`src/rtl/sacc_pkg.sv`:
```
// Constants, types and register map of the serial accumulator execution block
`default_nettype none
package sacc_pkg;
	localparam int WORD_BITS = 32;
	localparam logic [4:0] SIGN_BIT = 5'h1f;
	localparam int LONG_WORDS_DEF = 8;
	localparam logic [1:0] OP_INPUT = 2'h1;
	localparam logic [1:0] OP_SWAP = 2'h2;
	localparam logic [1:0] OP_DIV = 2'h3;
	localparam logic [6:0] WP_FIRST = 7'h01;
	localparam logic [6:0] WP_ODD0 = 7'h03;
	localparam logic [6:0] WP_EVEN0 = 7'h04;
	localparam logic [6:0] WP_SECTOR = 7'h40;
	localparam logic [6:0] WP_LAST_ODD = 7'h41;
	localparam logic [6:0] WP_RESTORE = 7'h42;
	localparam logic [6:0] WP_QUOT = 7'h43;
	localparam logic [2:0] FGH_WP1 = 3'h6;
	localparam logic [2:0] FGH_WP2 = 3'h1;
	localparam logic [2:0] FGH_WP4 = 3'h5;
	localparam logic [2:0] FGH_WP65 = 3'h7;
	localparam logic [2:0] FGH_WP66 = 3'h3;
	localparam logic [7:0] OFS_CTRL = 8'h00;
	localparam logic [7:0] OFS_STATUS = 8'h04;
	localparam logic [7:0] OFS_UPPER = 8'h08;
	localparam logic [7:0] OFS_LOWER = 8'h0c;
	localparam logic [7:0] OFS_INDEX = 8'h10;
	localparam logic [7:0] OFS_OPERAND = 8'h14;
	localparam logic [7:0] OFS_CHARS = 8'h18;
	localparam logic [1:0] RESP_OKAY = 2'h0;
	localparam logic [1:0] RESP_SLVERR = 2'h2;
	typedef enum logic [2:0] {S_IDLE, S_ALIGN, S_EXEC, S_SEARCH, S_SWAP, S_DIV} state_e;
	typedef struct packed {
		logic track_hi;
		logic [5:0] trk;
		logic rpt;
		logic [1:0] op;
	} ctrl_s;
	typedef struct packed {
		logic [5:0] chr;
		logic [2:0] fgh;
		logic k;
		logic p1;
		logic hold;
		logic m;
		logic n;
		logic busy;
	} status_s;
endpackage
`default_nettype wire

```
`src/rtl/serial_accumulator_exec.sv`:
```
// Bit-serial accumulator datapath: character input, swap and single divide
// What this block does
// RULE1: Input execute starts after next sign time, or at eight-word pulse when long.
// RULE2: One-word mode couples lower and upper as a two-word line.
// RULE3: High track flag inserts all six character bits.
// RULE4: First input cycle recirculates; later cycles put six shift stages in loop. The code puts only four in the loop when the high track flag is clear.
// RULE5: During search each accumulator recirculates on its own.
// RULE6: High track flag clear feeds stage four from lower line.
// RULE7: Eight-word mode: stages tap long line, lower fed from last stage.
// RULE8: Unlimited characters accepted; overflow lost when stages reload.
// RULE9: Start switch or stop code ends input in search, clearing hold flag.
// RULE10: Swap track bit 1 copies upper into lower, else lower recirculates.
// RULE11: Track bits 2 and 8 load upper from lower and index, ORed.
// RULE12: Track bit 4 copies upper to index only when not repeating.
// RULE13: Track 16 sets long, 32 sets short, both toggle, at sign time.
// RULE14: Single divide: non-restoring, quotient to upper, remainder to lower.
// RULE15: Word period 1 loads divisor and latches divisor and dividend signs.
// RULE16: Odd periods take remainder sign as quotient bit and shift remainder.
// RULE17: Odd/even flag set in period 1, cleared at sign of period 3.
// RULE18: Phase flags identify divide word period groups.
// RULE19: Even periods subtract divisor if signs agree, else add.
// RULE20: Sector coincidence at period 64 sets carry, three more periods follow.
// RULE21: Period 66 restores remainder by last digit into lower.
// RULE22: Period 67 writes quotient, complemented or incremented by divisor sign.
// RULE23: Every update on the bit clock; sign time is bit 31.
//
// The implementer's own choices: the AXI4-Lite register port and the register addresses.
`default_nettype none
module serial_accumulator_exec
	import sacc_pkg::*;
#(
	parameter int LONG_WORDS = LONG_WORDS_DEF
)(
	input wire logic aclk, // Bit clock
	input wire logic aresetn, // Sync reset
	input wire logic [7:0] awaddr, // Write address
	input wire logic [2:0] awprot, // Unused protection
	input wire logic awvalid, // Write address valid
	output logic awready, // Write address ready
	input wire logic [31:0] wdata, // Write data
	input wire logic [3:0] wstrb, // Byte enables
	input wire logic wvalid, // Write data valid
	output logic wready, // Write data ready
	output logic [1:0] bresp, // Write response
	output logic bvalid, // Write response valid
	input wire logic bready, // Write response ready
	input wire logic [7:0] araddr, // Read address
	input wire logic [2:0] arprot, // Unused protection
	input wire logic arvalid, // Read address valid
	output logic arready, // Read address ready
	output logic [31:0] rdata, // Read data
	output logic [1:0] rresp, // Read response
	output logic rvalid, // Read data valid
	input wire logic rready, // Read data ready
	input wire logic char_valid, // Character present
	input wire logic [5:0] char_data, // Presented character
	output logic char_taken, // Character accepted pulse
	input wire logic stop_code, // Stop code from unit
	input wire logic operator_go_switch, // Panel switch, async
	output logic input_call, // Request for input
	output logic busy // Command running
);
	localparam int LEN = WORD_BITS * LONG_WORDS;
	localparam int WB = $clog2(LONG_WORDS);

	if (LONG_WORDS < 2 || LONG_WORDS > 64 || (LONG_WORDS & (LONG_WORDS - 1)) != 0)
		$error("LONG_WORDS must be a power of two from 2 to 64");

	state_e state_r;
	ctrl_s ctrl_r;
	status_s stat;
	logic [4:0] bit_r;
	logic [WB-1:0] wcnt_r;
	logic [6:0] wp_r;
	logic [31:0] u_r, x_r, v_r, q_r, cnt_r;
	logic [LEN-1:0] l_r;
	logic [5:0] p_r;
	logic n_r, m_r, a_r, p1_r, k_r, stop_r;
	logic go_s1_r, go_s2_r, go_s3_r;
	logic bvalid_r, rvalid_r;
	logic [1:0] bresp_r, rresp_r;
	logic [31:0] rdata_r;
	logic char_taken_r;
	logic sign_t, t8, exec_end, rot, go_rise, stop_now, take_char;
	logic u_in, l_in, x_in;
	logic wr_fire, rd_fire, go, idle;
	logic div_odd, div_even, div_t;
	logic [31:0] addsub, restore, quot;
	logic [2:0] fgh;

	function automatic logic [31:0] merge(input logic [31:0] old, input logic [31:0] d, input logic [3:0] s);
		logic [31:0] r;
		r = old;
		for (int i = 0; i < 4; i++)
			if (s[i])
				r[8*i+:8] = d[8*i+:8];
		return r;
	endfunction

	assign idle = state_r == S_IDLE;
	assign sign_t = bit_r == SIGN_BIT; // RULE23
	assign t8 = sign_t && wcnt_r == WB'(LONG_WORDS - 1);
	assign exec_end = sign_t && wp_r == (n_r ? 7'(LONG_WORDS - 1) : 7'h01);
	assign rot = state_r inside {S_ALIGN, S_EXEC, S_SEARCH, S_SWAP};
	assign go_rise = go_s2_r && !go_s3_r;
	assign stop_now = stop_r || stop_code || go_rise;
	assign take_char = state_r == S_SEARCH && sign_t && !stop_now && char_valid;

	// Bit and sector timing
	always_ff @(posedge aclk)
	begin
		if (!aresetn || idle)
		begin
			bit_r <= '0;
			wcnt_r <= '0;
		end
		else
		begin
			bit_r <= bit_r + 5'h01; // RULE23
			if (sign_t)
				wcnt_r <= wcnt_r + WB'(1);
		end
	end

	// Panel switch synchroniser
	always_ff @(posedge aclk)
	begin
		if (!aresetn)
		begin
			go_s1_r <= 1'b0;
			go_s2_r <= 1'b0;
			go_s3_r <= 1'b0;
		end
		else
		begin
			go_s1_r <= operator_go_switch;
			go_s2_r <= go_s1_r;
			go_s3_r <= go_s2_r;
		end
	end

	// Command sequencing
	always_ff @(posedge aclk)
	begin
		if (!aresetn)
		begin
			state_r <= S_IDLE;
			wp_r <= '0;
			m_r <= 1'b0;
			a_r <= 1'b0;
		end
		else
		begin
			unique case (state_r)
				S_IDLE:
					if (go)
					begin
						m_r <= 1'b0;
						wp_r <= (wdata[1:0] == OP_DIV) ? WP_FIRST : 7'h00;
						state_r <= (wdata[1:0] == OP_INPUT) ? S_ALIGN : (wdata[1:0] == OP_SWAP) ? S_SWAP : S_DIV;
					end
				S_ALIGN:
					if (sign_t && (!n_r || t8)) // RULE1
					begin
						state_r <= S_EXEC;
						wp_r <= '0;
					end
				S_EXEC:
					if (sign_t)
					begin
						wp_r <= wp_r + 7'h01;
						if (exec_end)
						begin
							state_r <= S_SEARCH;
							a_r <= 1'b1;
						end
					end
				S_SEARCH:
					if (sign_t && stop_now)
					begin
						state_r <= S_IDLE; // RULE9
						a_r <= 1'b0; // RULE9
					end
					else if (take_char)
					begin
						m_r <= 1'b1;
						state_r <= S_ALIGN;
					end
				S_SWAP:
					if (sign_t)
						state_r <= S_IDLE;
				S_DIV:
					if (sign_t)
					begin
						wp_r <= wp_r + 7'h01;
						if (wp_r == WP_QUOT)
							state_r <= S_IDLE;
					end
				default:
					state_r <= S_IDLE;
			endcase
		end
	end

	// Stop request held until the next sign time
	always_ff @(posedge aclk)
	begin
		if (!aresetn || state_r != S_SEARCH)
			stop_r <= 1'b0;
		else if (stop_code || go_rise)
			stop_r <= 1'b1;
	end

	// Serial inputs of the three lines
	always_comb
	begin
		u_in = u_r[0];
		l_in = l_r[0];
		x_in = x_r[0];
		unique case (state_r)
			S_EXEC:
				if (!n_r)
				begin
					u_in = m_r ? p_r[0] : l_r[0]; // RULE2 RULE4
					l_in = u_r[0]; // RULE2
				end
				else
					l_in = m_r ? p_r[0] : l_r[0]; // RULE7
			S_SWAP:
			begin
				l_in = ctrl_r.trk[0] ? u_r[0] : l_r[0]; // RULE10
				if (ctrl_r.trk[1] || ctrl_r.trk[3])
					u_in = (ctrl_r.trk[1] & l_r[0]) | (ctrl_r.trk[3] & x_r[0]); // RULE11
				x_in = (ctrl_r.trk[2] && !ctrl_r.rpt) ? u_r[0] : x_r[0]; // RULE12
			end
			default:
			begin
			end
		endcase
	end

	// Divide arithmetic
	assign div_t = state_r == S_DIV && sign_t;
	assign div_odd = wp_r >= WP_ODD0 && wp_r <= WP_LAST_ODD && p1_r; // RULE16
	assign div_even = wp_r >= WP_EVEN0 && wp_r <= WP_SECTOR && !p1_r;
	assign addsub = (p_r[1] == p_r[0]) ? u_r - l_r[31:0] : u_r + l_r[31:0]; // RULE19
	assign restore = p_r[1] ? u_r - l_r[31:0] : u_r + l_r[31:0]; // RULE21
	// Negative divisor flips the sign digit, positive keeps it; the low digit folds in the restoring step
	assign quot = p_r[1] ? {~q_r[31], q_r[30:1], 1'b1} + {31'h00000000, q_r[0]} : {q_r[31], ~q_r[30:0]}; // RULE22

	always_comb
	begin
		if (state_r != S_DIV)
			fgh = 3'h0;
		else if (wp_r == WP_FIRST)
			fgh = FGH_WP1; // RULE18
		else if (wp_r < WP_EVEN0)
			fgh = FGH_WP2;
		else if (wp_r <= WP_SECTOR)
			fgh = FGH_WP4;
		else if (wp_r == WP_LAST_ODD)
			fgh = FGH_WP65;
		else
			fgh = FGH_WP66;
	end

	// Upper accumulator
	always_ff @(posedge aclk)
	begin
		if (!aresetn)
			u_r <= '0;
		else if (idle)
		begin
			if (wr_fire && awaddr == OFS_UPPER)
				u_r <= merge(u_r, wdata, wstrb);
		end
		else if (rot)
			u_r <= {u_in, u_r[31:1]}; // RULE5
		else if (div_t)
		begin
			if (div_odd)
			begin
				// Last odd period keeps the remainder for restoring
				if (wp_r != WP_LAST_ODD)
					u_r <= {u_r[30:0], 1'b0}; // RULE16
			end
			else if (div_even)
				u_r <= addsub; // RULE14 RULE19
			else if (wp_r == WP_QUOT)
				u_r <= quot; // RULE22
		end
	end

	// Lower accumulator, one word or long line
	always_ff @(posedge aclk)
	begin
		if (!aresetn)
			l_r <= '0;
		else if (idle)
		begin
			if (wr_fire && awaddr == OFS_LOWER)
				l_r[31:0] <= merge(l_r[31:0], wdata, wstrb);
		end
		else if (rot)
		begin
			// Long line moves only while executing, so word 0 stays aligned
			if (n_r && state_r == S_EXEC)
				l_r <= {l_in, l_r[LEN-1:1]}; // RULE7
			else
				l_r[31:0] <= {l_in, l_r[31:1]}; // RULE5
		end
		else if (div_t && wp_r == WP_FIRST)
			l_r[31:0] <= v_r; // RULE15
		else if (div_t && wp_r == WP_RESTORE)
			l_r[31:0] <= p_r[0] ? restore : u_r; // RULE21
	end

	// Index register and operand
	always_ff @(posedge aclk)
	begin
		if (!aresetn)
			x_r <= '0;
		else if (idle && wr_fire && awaddr == OFS_INDEX)
			x_r <= merge(x_r, wdata, wstrb);
		else if (state_r == S_SWAP)
			x_r <= {x_in, x_r[31:1]}; // RULE12
	end

	always_ff @(posedge aclk)
	begin
		if (!aresetn)
			v_r <= '0;
		else if (idle && wr_fire && awaddr == OFS_OPERAND)
			v_r <= merge(v_r, wdata, wstrb);
	end

	// Line length flag
	always_ff @(posedge aclk)
	begin
		if (!aresetn)
			n_r <= 1'b0;
		else if (state_r == S_SWAP && sign_t)
		begin
			if (ctrl_r.trk[4] && ctrl_r.trk[5])
				n_r <= !n_r; // RULE13
			else if (ctrl_r.trk[4])
				n_r <= 1'b1; // RULE13
			else if (ctrl_r.trk[5])
				n_r <= 1'b0; // RULE13
		end
	end

	// Character shift stages, also divide sign flags
	always_ff @(posedge aclk)
	begin
		if (!aresetn)
			p_r <= '0;
		else if (state_r == S_EXEC)
		begin
			p_r[5] <= l_r[0];
			p_r[4] <= p_r[5];
			p_r[3] <= ctrl_r.track_hi ? p_r[4] : l_r[0]; // RULE3 RULE6
			p_r[2:0] <= p_r[3:1];
		end
		else if (take_char)
			p_r <= char_data; // RULE8
		else if (div_t && wp_r == WP_FIRST)
		begin
			p_r[1] <= v_r[31]; // RULE15
			p_r[0] <= u_r[31]; // RULE15
		end
		else if (div_t && div_odd)
			p_r[0] <= u_r[31]; // RULE16
	end

	// Odd/even flag, carry flag and quotient digits
	always_ff @(posedge aclk)
	begin
		if (!aresetn || idle)
		begin
			p1_r <= 1'b0;
			k_r <= 1'b0;
			q_r <= '0;
		end
		else if (div_t)
		begin
			if (wp_r == WP_FIRST)
				p1_r <= 1'b1; // RULE17
			else if (wp_r >= WP_ODD0 && wp_r <= WP_LAST_ODD)
				p1_r <= !p1_r; // RULE17
			if (wp_r == WP_SECTOR)
				k_r <= 1'b1; // RULE20
			if (div_odd)
				q_r <= {q_r[30:0], u_r[31]}; // RULE16
		end
	end

	// Control register and character count
	always_ff @(posedge aclk)
	begin
		if (!aresetn)
		begin
			ctrl_r <= '0;
			cnt_r <= '0;
			char_taken_r <= 1'b0;
		end
		else
		begin
			char_taken_r <= take_char;
			if (go)
				ctrl_r <= ctrl_s'(wdata[9:0]);
			if (go && wdata[1:0] == OP_INPUT)
				cnt_r <= '0;
			else if (take_char)
				cnt_r <= cnt_r + 32'h00000001;
		end
	end

	// Register bus slave
	assign wr_fire = awvalid && wvalid && !bvalid_r;
	assign rd_fire = arvalid && !rvalid_r;
	assign go = idle && wr_fire && awaddr == OFS_CTRL && wstrb[1:0] == 2'h3 && wdata[1:0] != 2'h0;

	always_ff @(posedge aclk)
	begin
		if (!aresetn)
		begin
			bvalid_r <= 1'b0;
			bresp_r <= RESP_OKAY;
		end
		else if (wr_fire)
		begin
			bvalid_r <= 1'b1;
			bresp_r <= (awaddr inside {OFS_CTRL, OFS_UPPER, OFS_LOWER, OFS_INDEX, OFS_OPERAND}) ? RESP_OKAY : RESP_SLVERR;
		end
		else if (bready)
			bvalid_r <= 1'b0;
	end

	assign stat = '{chr: p_r, fgh: fgh, k: k_r, p1: p1_r, hold: a_r, m: m_r, n: n_r, busy: !idle};

	always_ff @(posedge aclk)
	begin
		if (!aresetn)
		begin
			rvalid_r <= 1'b0;
			rdata_r <= '0;
			rresp_r <= RESP_OKAY;
		end
		else if (rd_fire)
		begin
			rvalid_r <= 1'b1;
			rresp_r <= RESP_OKAY;
			unique case (araddr)
				OFS_CTRL: rdata_r <= {22'h000000, ctrl_r};
				OFS_STATUS: rdata_r <= {17'h00000, stat};
				OFS_UPPER: rdata_r <= u_r;
				OFS_LOWER: rdata_r <= l_r[31:0];
				OFS_INDEX: rdata_r <= x_r;
				OFS_OPERAND: rdata_r <= v_r;
				OFS_CHARS: rdata_r <= cnt_r;
				default:
				begin
					rdata_r <= '0;
					rresp_r <= RESP_SLVERR;
				end
			endcase
		end
		else if (rready)
			rvalid_r <= 1'b0;
	end

	assign awready = wr_fire;
	assign wready = wr_fire;
	assign bvalid = bvalid_r;
	assign bresp = bresp_r;
	assign arready = !rvalid_r;
	assign rvalid = rvalid_r;
	assign rdata = rdata_r;
	assign rresp = rresp_r;
	assign char_taken = char_taken_r;
	assign input_call = state_r == S_EXEC && !m_r;
	assign busy = !idle;
endmodule
`default_nettype wire

```
`config.mk`:
```
export PLATFORM = sky130hd
export DESIGN_NAME = serial_accumulator_exec
export DESIGN_NICKNAME = d
export VERILOG_FILES = /design/src/rtl/sacc_pkg.sv /design/src/rtl/serial_accumulator_exec.sv
export SDC_FILE = /design/constraint.sdc
export NUM_CORES = 2
export LEC_CHECK = 0
export BUFFER_PORTS_ARGS = -buffer_cell sky130_fd_sc_hd__buf_2
export CAP_MARGIN = 25
export CELL_PAD_IN_SITES_DETAIL_PLACEMENT = 1
export CELL_PAD_IN_SITES_GLOBAL_PLACEMENT = 2
export CORE_AREA = 2 2 270 272
export CTS_CLUSTER_DIAMETER = 200
export DETAILED_ROUTE_END_ITERATION = 8
export DIE_AREA = 0 0 272 274
export GPL_ROUTABILITY_DRIVEN = 0
export MAX_ROUTING_LAYER = met4
export PLACE_DENSITY = 0.83
export SLEW_MARGIN = 20
export SYNTH_ARGS = -nofsm -noshare
export SYNTH_HDL_FRONTEND = slang
export SYNTH_SLANG_ARGS = --single-unit
```
`constraint.sdc`:
```
create_clock -name aclk -period 4 [get_ports aclk]
set_input_delay 0.2 -clock aclk [delete_from_list [all_inputs] [get_ports aclk]]
set_output_delay 0.2 -clock aclk [all_outputs]
set_load 0.01 [all_outputs]
```
---- After elaboration in Yosys (flattened, before gate mapping) ----
Index checks and enable logic that the tools add are counted.
word-level totals
  bits in latches ......................... 0
  bits in writable memories ............... 0
  ROM bits ................................ 0
  output and inout bits ................... 44
  logic and storage cells ................. 298
  bits in registers ....................... 498
  memories kept ........................... 0
cells by class
  equal/unequal tests ..................... 54
  bitwise operators ....................... 7
  div/mod/pow operators ................... 0
  $mul .................................... 0
  order comparisons ....................... 5
  reductions and logical operators ........ 98
  mux-type cells .......................... 82
  add/sub/neg operators ................... 7
  shift operators ......................... 0
operators by type and width
  kind                                                    number
  2-to-1 mux 32 bit                                       20
  one-hot mux 32 bit (7 select lines)                     1
  2-to-1 mux 3 bit                                        16
  equality test 8 x 5 -> 1 bit (second input constant)    5
  logical AND 1 bit                                       33
  adder 32 x 1 -> 32 bit                                  1
  adder 32 x 1 -> 32 bit (second input constant)          1
  adder 32 bit                                            1
  equality test 8 x 4 -> 1 bit (second input constant)    4
  2-to-1 mux 8 bit                                        4
  subtractor 32 bit                                       1
  inverter 31 bit                                         1
  inequality test 2 bit (second input constant)           15
  equality test 7 bit (second input constant)             4
  2-to-1 mux 1 bit                                        27
  AND reduction 2 bit                                     12
  2-to-1 mux 7 bit                                        3
  one-hot mux 7 bit (3 select lines)                      1
  AND reduction 5 bit                                     4
  one-hot mux 3 bit (6 select lines)                      1
  logical NOT 8 bit                                       2
  nonzero test 2 bit                                      8
  AND reduction 3 bit                                     5
  less-or-equal comparator 7 bit (second input constant)  2
  other kinds (38)                                        81

---- Logic depth before layout (Yosys ltp) ----
  depth in word-level cells ............... 9
  depth in mapped cells ................... 15

---- Worst setup path before layout ----
No wires, ideal clock.
  kind .................................... reg2reg
  start ................................... register bit_r[0]
  end ..................................... register l_r[31]
  slack ................................... 0.898 ns
  stages on the path, launching flop included .. 13
  arrival time ............................ 3.015 ns
  required time ........................... 3.913 ns
  library setup time ...................... 0.087 ns
  path through ............................ dfxtp_1 ha_1 and3_1 ha_1 clkbuf_1 nand2_1 or3_1 nor3_2 a21oi_1 a21oi_1 o21ai_1 or4_1 o31ai_1
on the way
  cells in the longest elaborated chain, start to end .. 6
  elaborated cells between the ends (all ways) .. 9
  those cells by class .................... eq/ne (1); mux (3); reduce/logical (5)
ends and longest elaborated chain
  what                     RTL line                        RTL
  start, declared          serial_accumulator_exec.sv:72   logic [4:0] bit_r;
  start signal, assigned   serial_accumulator_exec.sv:119  bit_r <= bit_r + 5'h01;
  equality test 5 bit (*)  serial_accumulator_exec.sv:101  assign sign_t = bit_r == SIGN_BIT;
  logical AND 1 bit (*)    serial_accumulator_exec.sv:243  assign div_t = state_r == S_DIV && sign_t;
  logical AND 1 bit        serial_accumulator_exec.sv:312  else if (div_t && wp_r == WP_FIRST)
  2-to-1 mux 32 bit        serial_accumulator_exec.sv:312
  2-to-1 mux 32 bit        serial_accumulator_exec.sv:304  else if (rot)
  2-to-1 mux 32 bit        serial_accumulator_exec.sv:299  else if (idle)
  end signal, assigned     serial_accumulator_exec.sv:302  l_r[31:0] <= merge(l_r[31:0], wdata, wstrb);
  end signal, assigned     serial_accumulator_exec.sv:313  l_r[31:0] <= v_r;
  end signal, assigned     serial_accumulator_exec.sv:315  l_r[31:0] <= p_r[0] ? restore : u_r;
  end, declared            serial_accumulator_exec.sv:76   logic [LEN-1:0] l_r;
Mark *: on every way between the ends. The rest lies on a longest branch, timed or not.
A chain may end at the register's enable or synchronous reset.

---- Worst setup path in the final report ----
  start ................................... register l_r[2]
  end ..................................... register l_r[29]
on the way
  cells in the longest elaborated chain, start to end .. 7
  elaborated cells between the ends (all ways) .. 8
  those cells by class .................... add/sub (2); mux (6)
ends and longest elaborated chain
  what                                               RTL line                        RTL
  start signal, assigned                             serial_accumulator_exec.sv:302
  start signal, assigned                             serial_accumulator_exec.sv:308  l_r <= {l_in, l_r[LEN-1:1]};
  start signal, assigned                             serial_accumulator_exec.sv:310  l_r[31:0] <= {l_in, l_r[31:1]};
  adder 32 bit or subtractor 32 bit (tied branches)  serial_accumulator_exec.sv:247  assign restore = p_r[1] ? u_r - l_r[31:0] : u_r + l_r[31:0];
  2-to-1 mux 32 bit (*)                              serial_accumulator_exec.sv:247
  2-to-1 mux 32 bit (*)                              serial_accumulator_exec.sv:315
  2-to-1 mux 32 bit (*)                              serial_accumulator_exec.sv:314  else if (div_t && wp_r == WP_RESTORE)
  2-to-1 mux 32 bit (*)                              serial_accumulator_exec.sv:312
  2-to-1 mux 32 bit (*)                              serial_accumulator_exec.sv:304
  2-to-1 mux 32 bit (*)                              serial_accumulator_exec.sv:299
Mark *: on every way between the ends. The rest lies on a longest branch, timed or not. The select of a mux whose other input is x is not followed.

==> results.md <==
- MaxCap Viol Count: 0
- Critical path type: register to register
- DP Worst Slack: 0.2918 ns
- Vias in the first global route: 26229
- Critical Path RT: 4.52 ns
- Synthesized instance count: 3545
- Initial antenna violation count: 2
- Max Slew Vio Count: 0
- Worst min path class: input pin to register
- CTS Buf Count: 58
- Worst Skew: 0.05653 ns
- FMAX: 264.7 MHz
- Worst-Margin Slew: 1.034 ns
- # setup viols final: 0
- Final ANT Viol Nets: 0
- Clock group share of total power: 0.248
- Design Power: 23500 uW
- DRC: 0
- Drt pass-1 iters: 5
- Drt wl/cell: 21.48 um
- Synth top area cells: dfxtp_1 (38%), nand2_1 (11%), a21oi_1 (9.7%)
- Std cell rows: 99
- Total number of vias: 26532
- Setup Buffers After CTS: 0
- Async SR Flop Fraction: 0
- EDFF count, synth: 0
- Worst setup EP type: register
- FILL cells: 8881
- Core ar.: 71970 um2
- Final non-filler cell total: 4621
- Largest net degree at the start of global routing: 225
- Synthesized area: 26280 um2
- CTS tree: built
- Synth Area per Inst: 7.413 um2
- Clock root cell: clkbuf_16
- Total gr overflow: 0
- Cell with the most instances after synthesis: nand2_1
- Arr. time, crit path: 4.30 ns
- CTS H-Tree Depth: 2
- Clk_lat worst skew: 0.66 ns
- Cell Count Post-Placement: 4468
- Yosys warns: 0
- Port bufs: 109
- Min cycle time layout: 3.778 ns
- Drt total wl: 99.28 mm
- Commonest cells in the netlist: nand2_1 (757), a21oi_1 (507), dfxtp_1 (496)
- Clk buf depth: 3
- Final worst slack: 0.2218 ns
- #FFs+latches synth: 496
- Final Cycle Share: 0.9446
- Die area: 74530 um2
- Peak fanout along the critical path: 8
- Slew headroom: 0.3073
- Combinational share of power: 0.490
- NetSw: 10460 uW
- Reg power frac: 0.262
- Switching Fraction: 0.4450
- Die height: 274 um
- GRT Overall Usage: 0.2658
- Die X: 272 um
- LEAKAGE: 0.01095 uW
- Final setup TNS: 0 ns
- Internal cell power: 13040 uW
- First-pass GRT wire length: 152.6 mm
- Initial DRC Count: 2268
- Cell Pwr Density: 768.2 nW/um2
- Run status: finished, final reports clean
- Unique masters post-synth: 82
- Max IR drop VDD: 0.4436 mV
- Clock slew at reported path FFs: 0.06 ns
- Layout cells sized above 1: 0.1003
- Ports: 118
- Startpoint Class: register
- Area leader, netlist: dfxtp_1
- Nets: 3759
- Vias/cell: 5.742
- Post-synth top area share: 0.3779
- Post-DP HPWL: 69.45 mm
- R2r setup slk: 0.22 ns
- # clock sinks: 496
- Initial Util: 0.3651
- Sequential area share after synthesis: 0.3779
- Synth-to-Final Area Change: 16.43%
- Endpoints failing hold: 0
- Ys flop type: dfxtp_1
-- state kept, by name, indices dropped and copies added (netlist names), 3 cells and up --
| register | flops |
|---|---|
| l_r | 256 |
| cnt_r | 32 |
| q_r | 32 |
| rdata | 32 |
| u_r | 32 |
| v_r | 32 |
| x_r | 32 |
| ctrl_r | 10 |
| wp_r | 7 |
| p_r | 6 |
| bit_r | 5 |
| state_r | 3 |
| wcnt_r | 3 |
-- area by class of cell --
cell class / instances / area (um2) / area share
Multi-Input combinational cell: 2695 / 15080 / 0.4929
Sequential cell: 496 / 9932 / 0.3246
Timing Repair Buffer: 266 / 1899 / 0.06208
Clock buffer: 74 / 1602 / 0.05234
Tap cell: 959 / 1200 / 0.03922
Clock inverter: 35 / 518.0 / 0.01693
Inverter: 94 / 360.3 / 0.01178
Antenna cell: 2 / 5.005 / 0.0001636
-- per-stage QoR --
step	util	area (um2)	hold slack, ns
floorplan	-	26280	0.3001
global placement	0.3894	28020	0.3891
detailed placement	0.3896	28040	0.3903
CTS	0.4249	30580	0.001803
global route	0.4251	30600	0.04555
finish	0.4251	30600	0.01193
-- critical path: stages, from the launching register on --
cell       delay (ns)
dfxtp_1          0.48
inv_1            0.09
ha_1             0.45
a2111oi_1        0.10
buf_4            0.16
o311ai_0         0.61
a311oi_1         0.20
buf_4            0.20
or3_1            0.44
a21oi_1          0.28
mux2i_1          0.14
xnor2_1          0.15
a211oi_1         0.24
o22ai_1          0.11
-- metal layers --
layer	GRT usage	part of all wire
met3	0.03503	0.058
met2	0.4268	0.47
met5	-	0
met4	0.09702	0.034
met1	0.3419	0.44
-- cell families after synthesis --
| kind of cell | synth area share |
|---|---|
| XOR/XNOR | 0.03999 |
| AO/OA/AOI/OAI | 0.2542 |
| multiplexers | 0.02176 |
| flip-flops | 0.3779 |
| AND/OR/NAND/NOR | 0.2187 |
| buffers and inverters | 0.05156 |
| other | 0.0001427 |
| adder cells (fa/ha/maj) | 0.03580 |
-- power by group through the flow --
stage	logic, uW	clock network (uW)	registers [uW]
6_report	11500	5830	6160
3_5_place_dp	11200	0	6240
5_1_grt	12500	6150	6190
4_1_cts	11300	5950	6130
3_3_place_gp	11100	0	6230
2_1_floorplan	7530	0	5900
-- timing repair --
action / in CTS / in global routing
endpoints found under the setup margin: 0 / 5
gates resized for setup: 0 / 4
hold buffers: 42 / 0
endpoints found under the hold margin: 92 / 0
-- cell usage in the layout, fill, tap and decap left out, types with 23 or more instances in the layout --
master	netlist	routed
xnor2_1	84	83
a31oi_1	38	38
dlygate4sd3_1	0	42
a21oi_1	507	507
nand2_1	757	756
o21ai_0	151	151
inv_1	88	88
a211oi_1	48	48
xor2_1	36	35
and3_1	30	29
dfxtp_1	496	494
buf_2	5	109
buf_4	4	109
a222oi_1	28	28
or3_1	23	23
nand3_1	70	69
nor2_1	315	309
a311oi_1	40	40
clkbuf_16	0	58
a22oi_1	62	62
nor3_1	53	51
mux2i_1	56	56
ha_1	72	72
-- worst paths after layout --
check,from,end,cells after the start
setup / recovery,l_r[2],l_r[29],13
hold / removal,stop_code,stop_r,4
setup reg to reg,l_r[2],l_r[29],13
hold reg to reg,l_r[120],l_r[119],2
No activity file was read; power rests on OpenSTA's default activity.
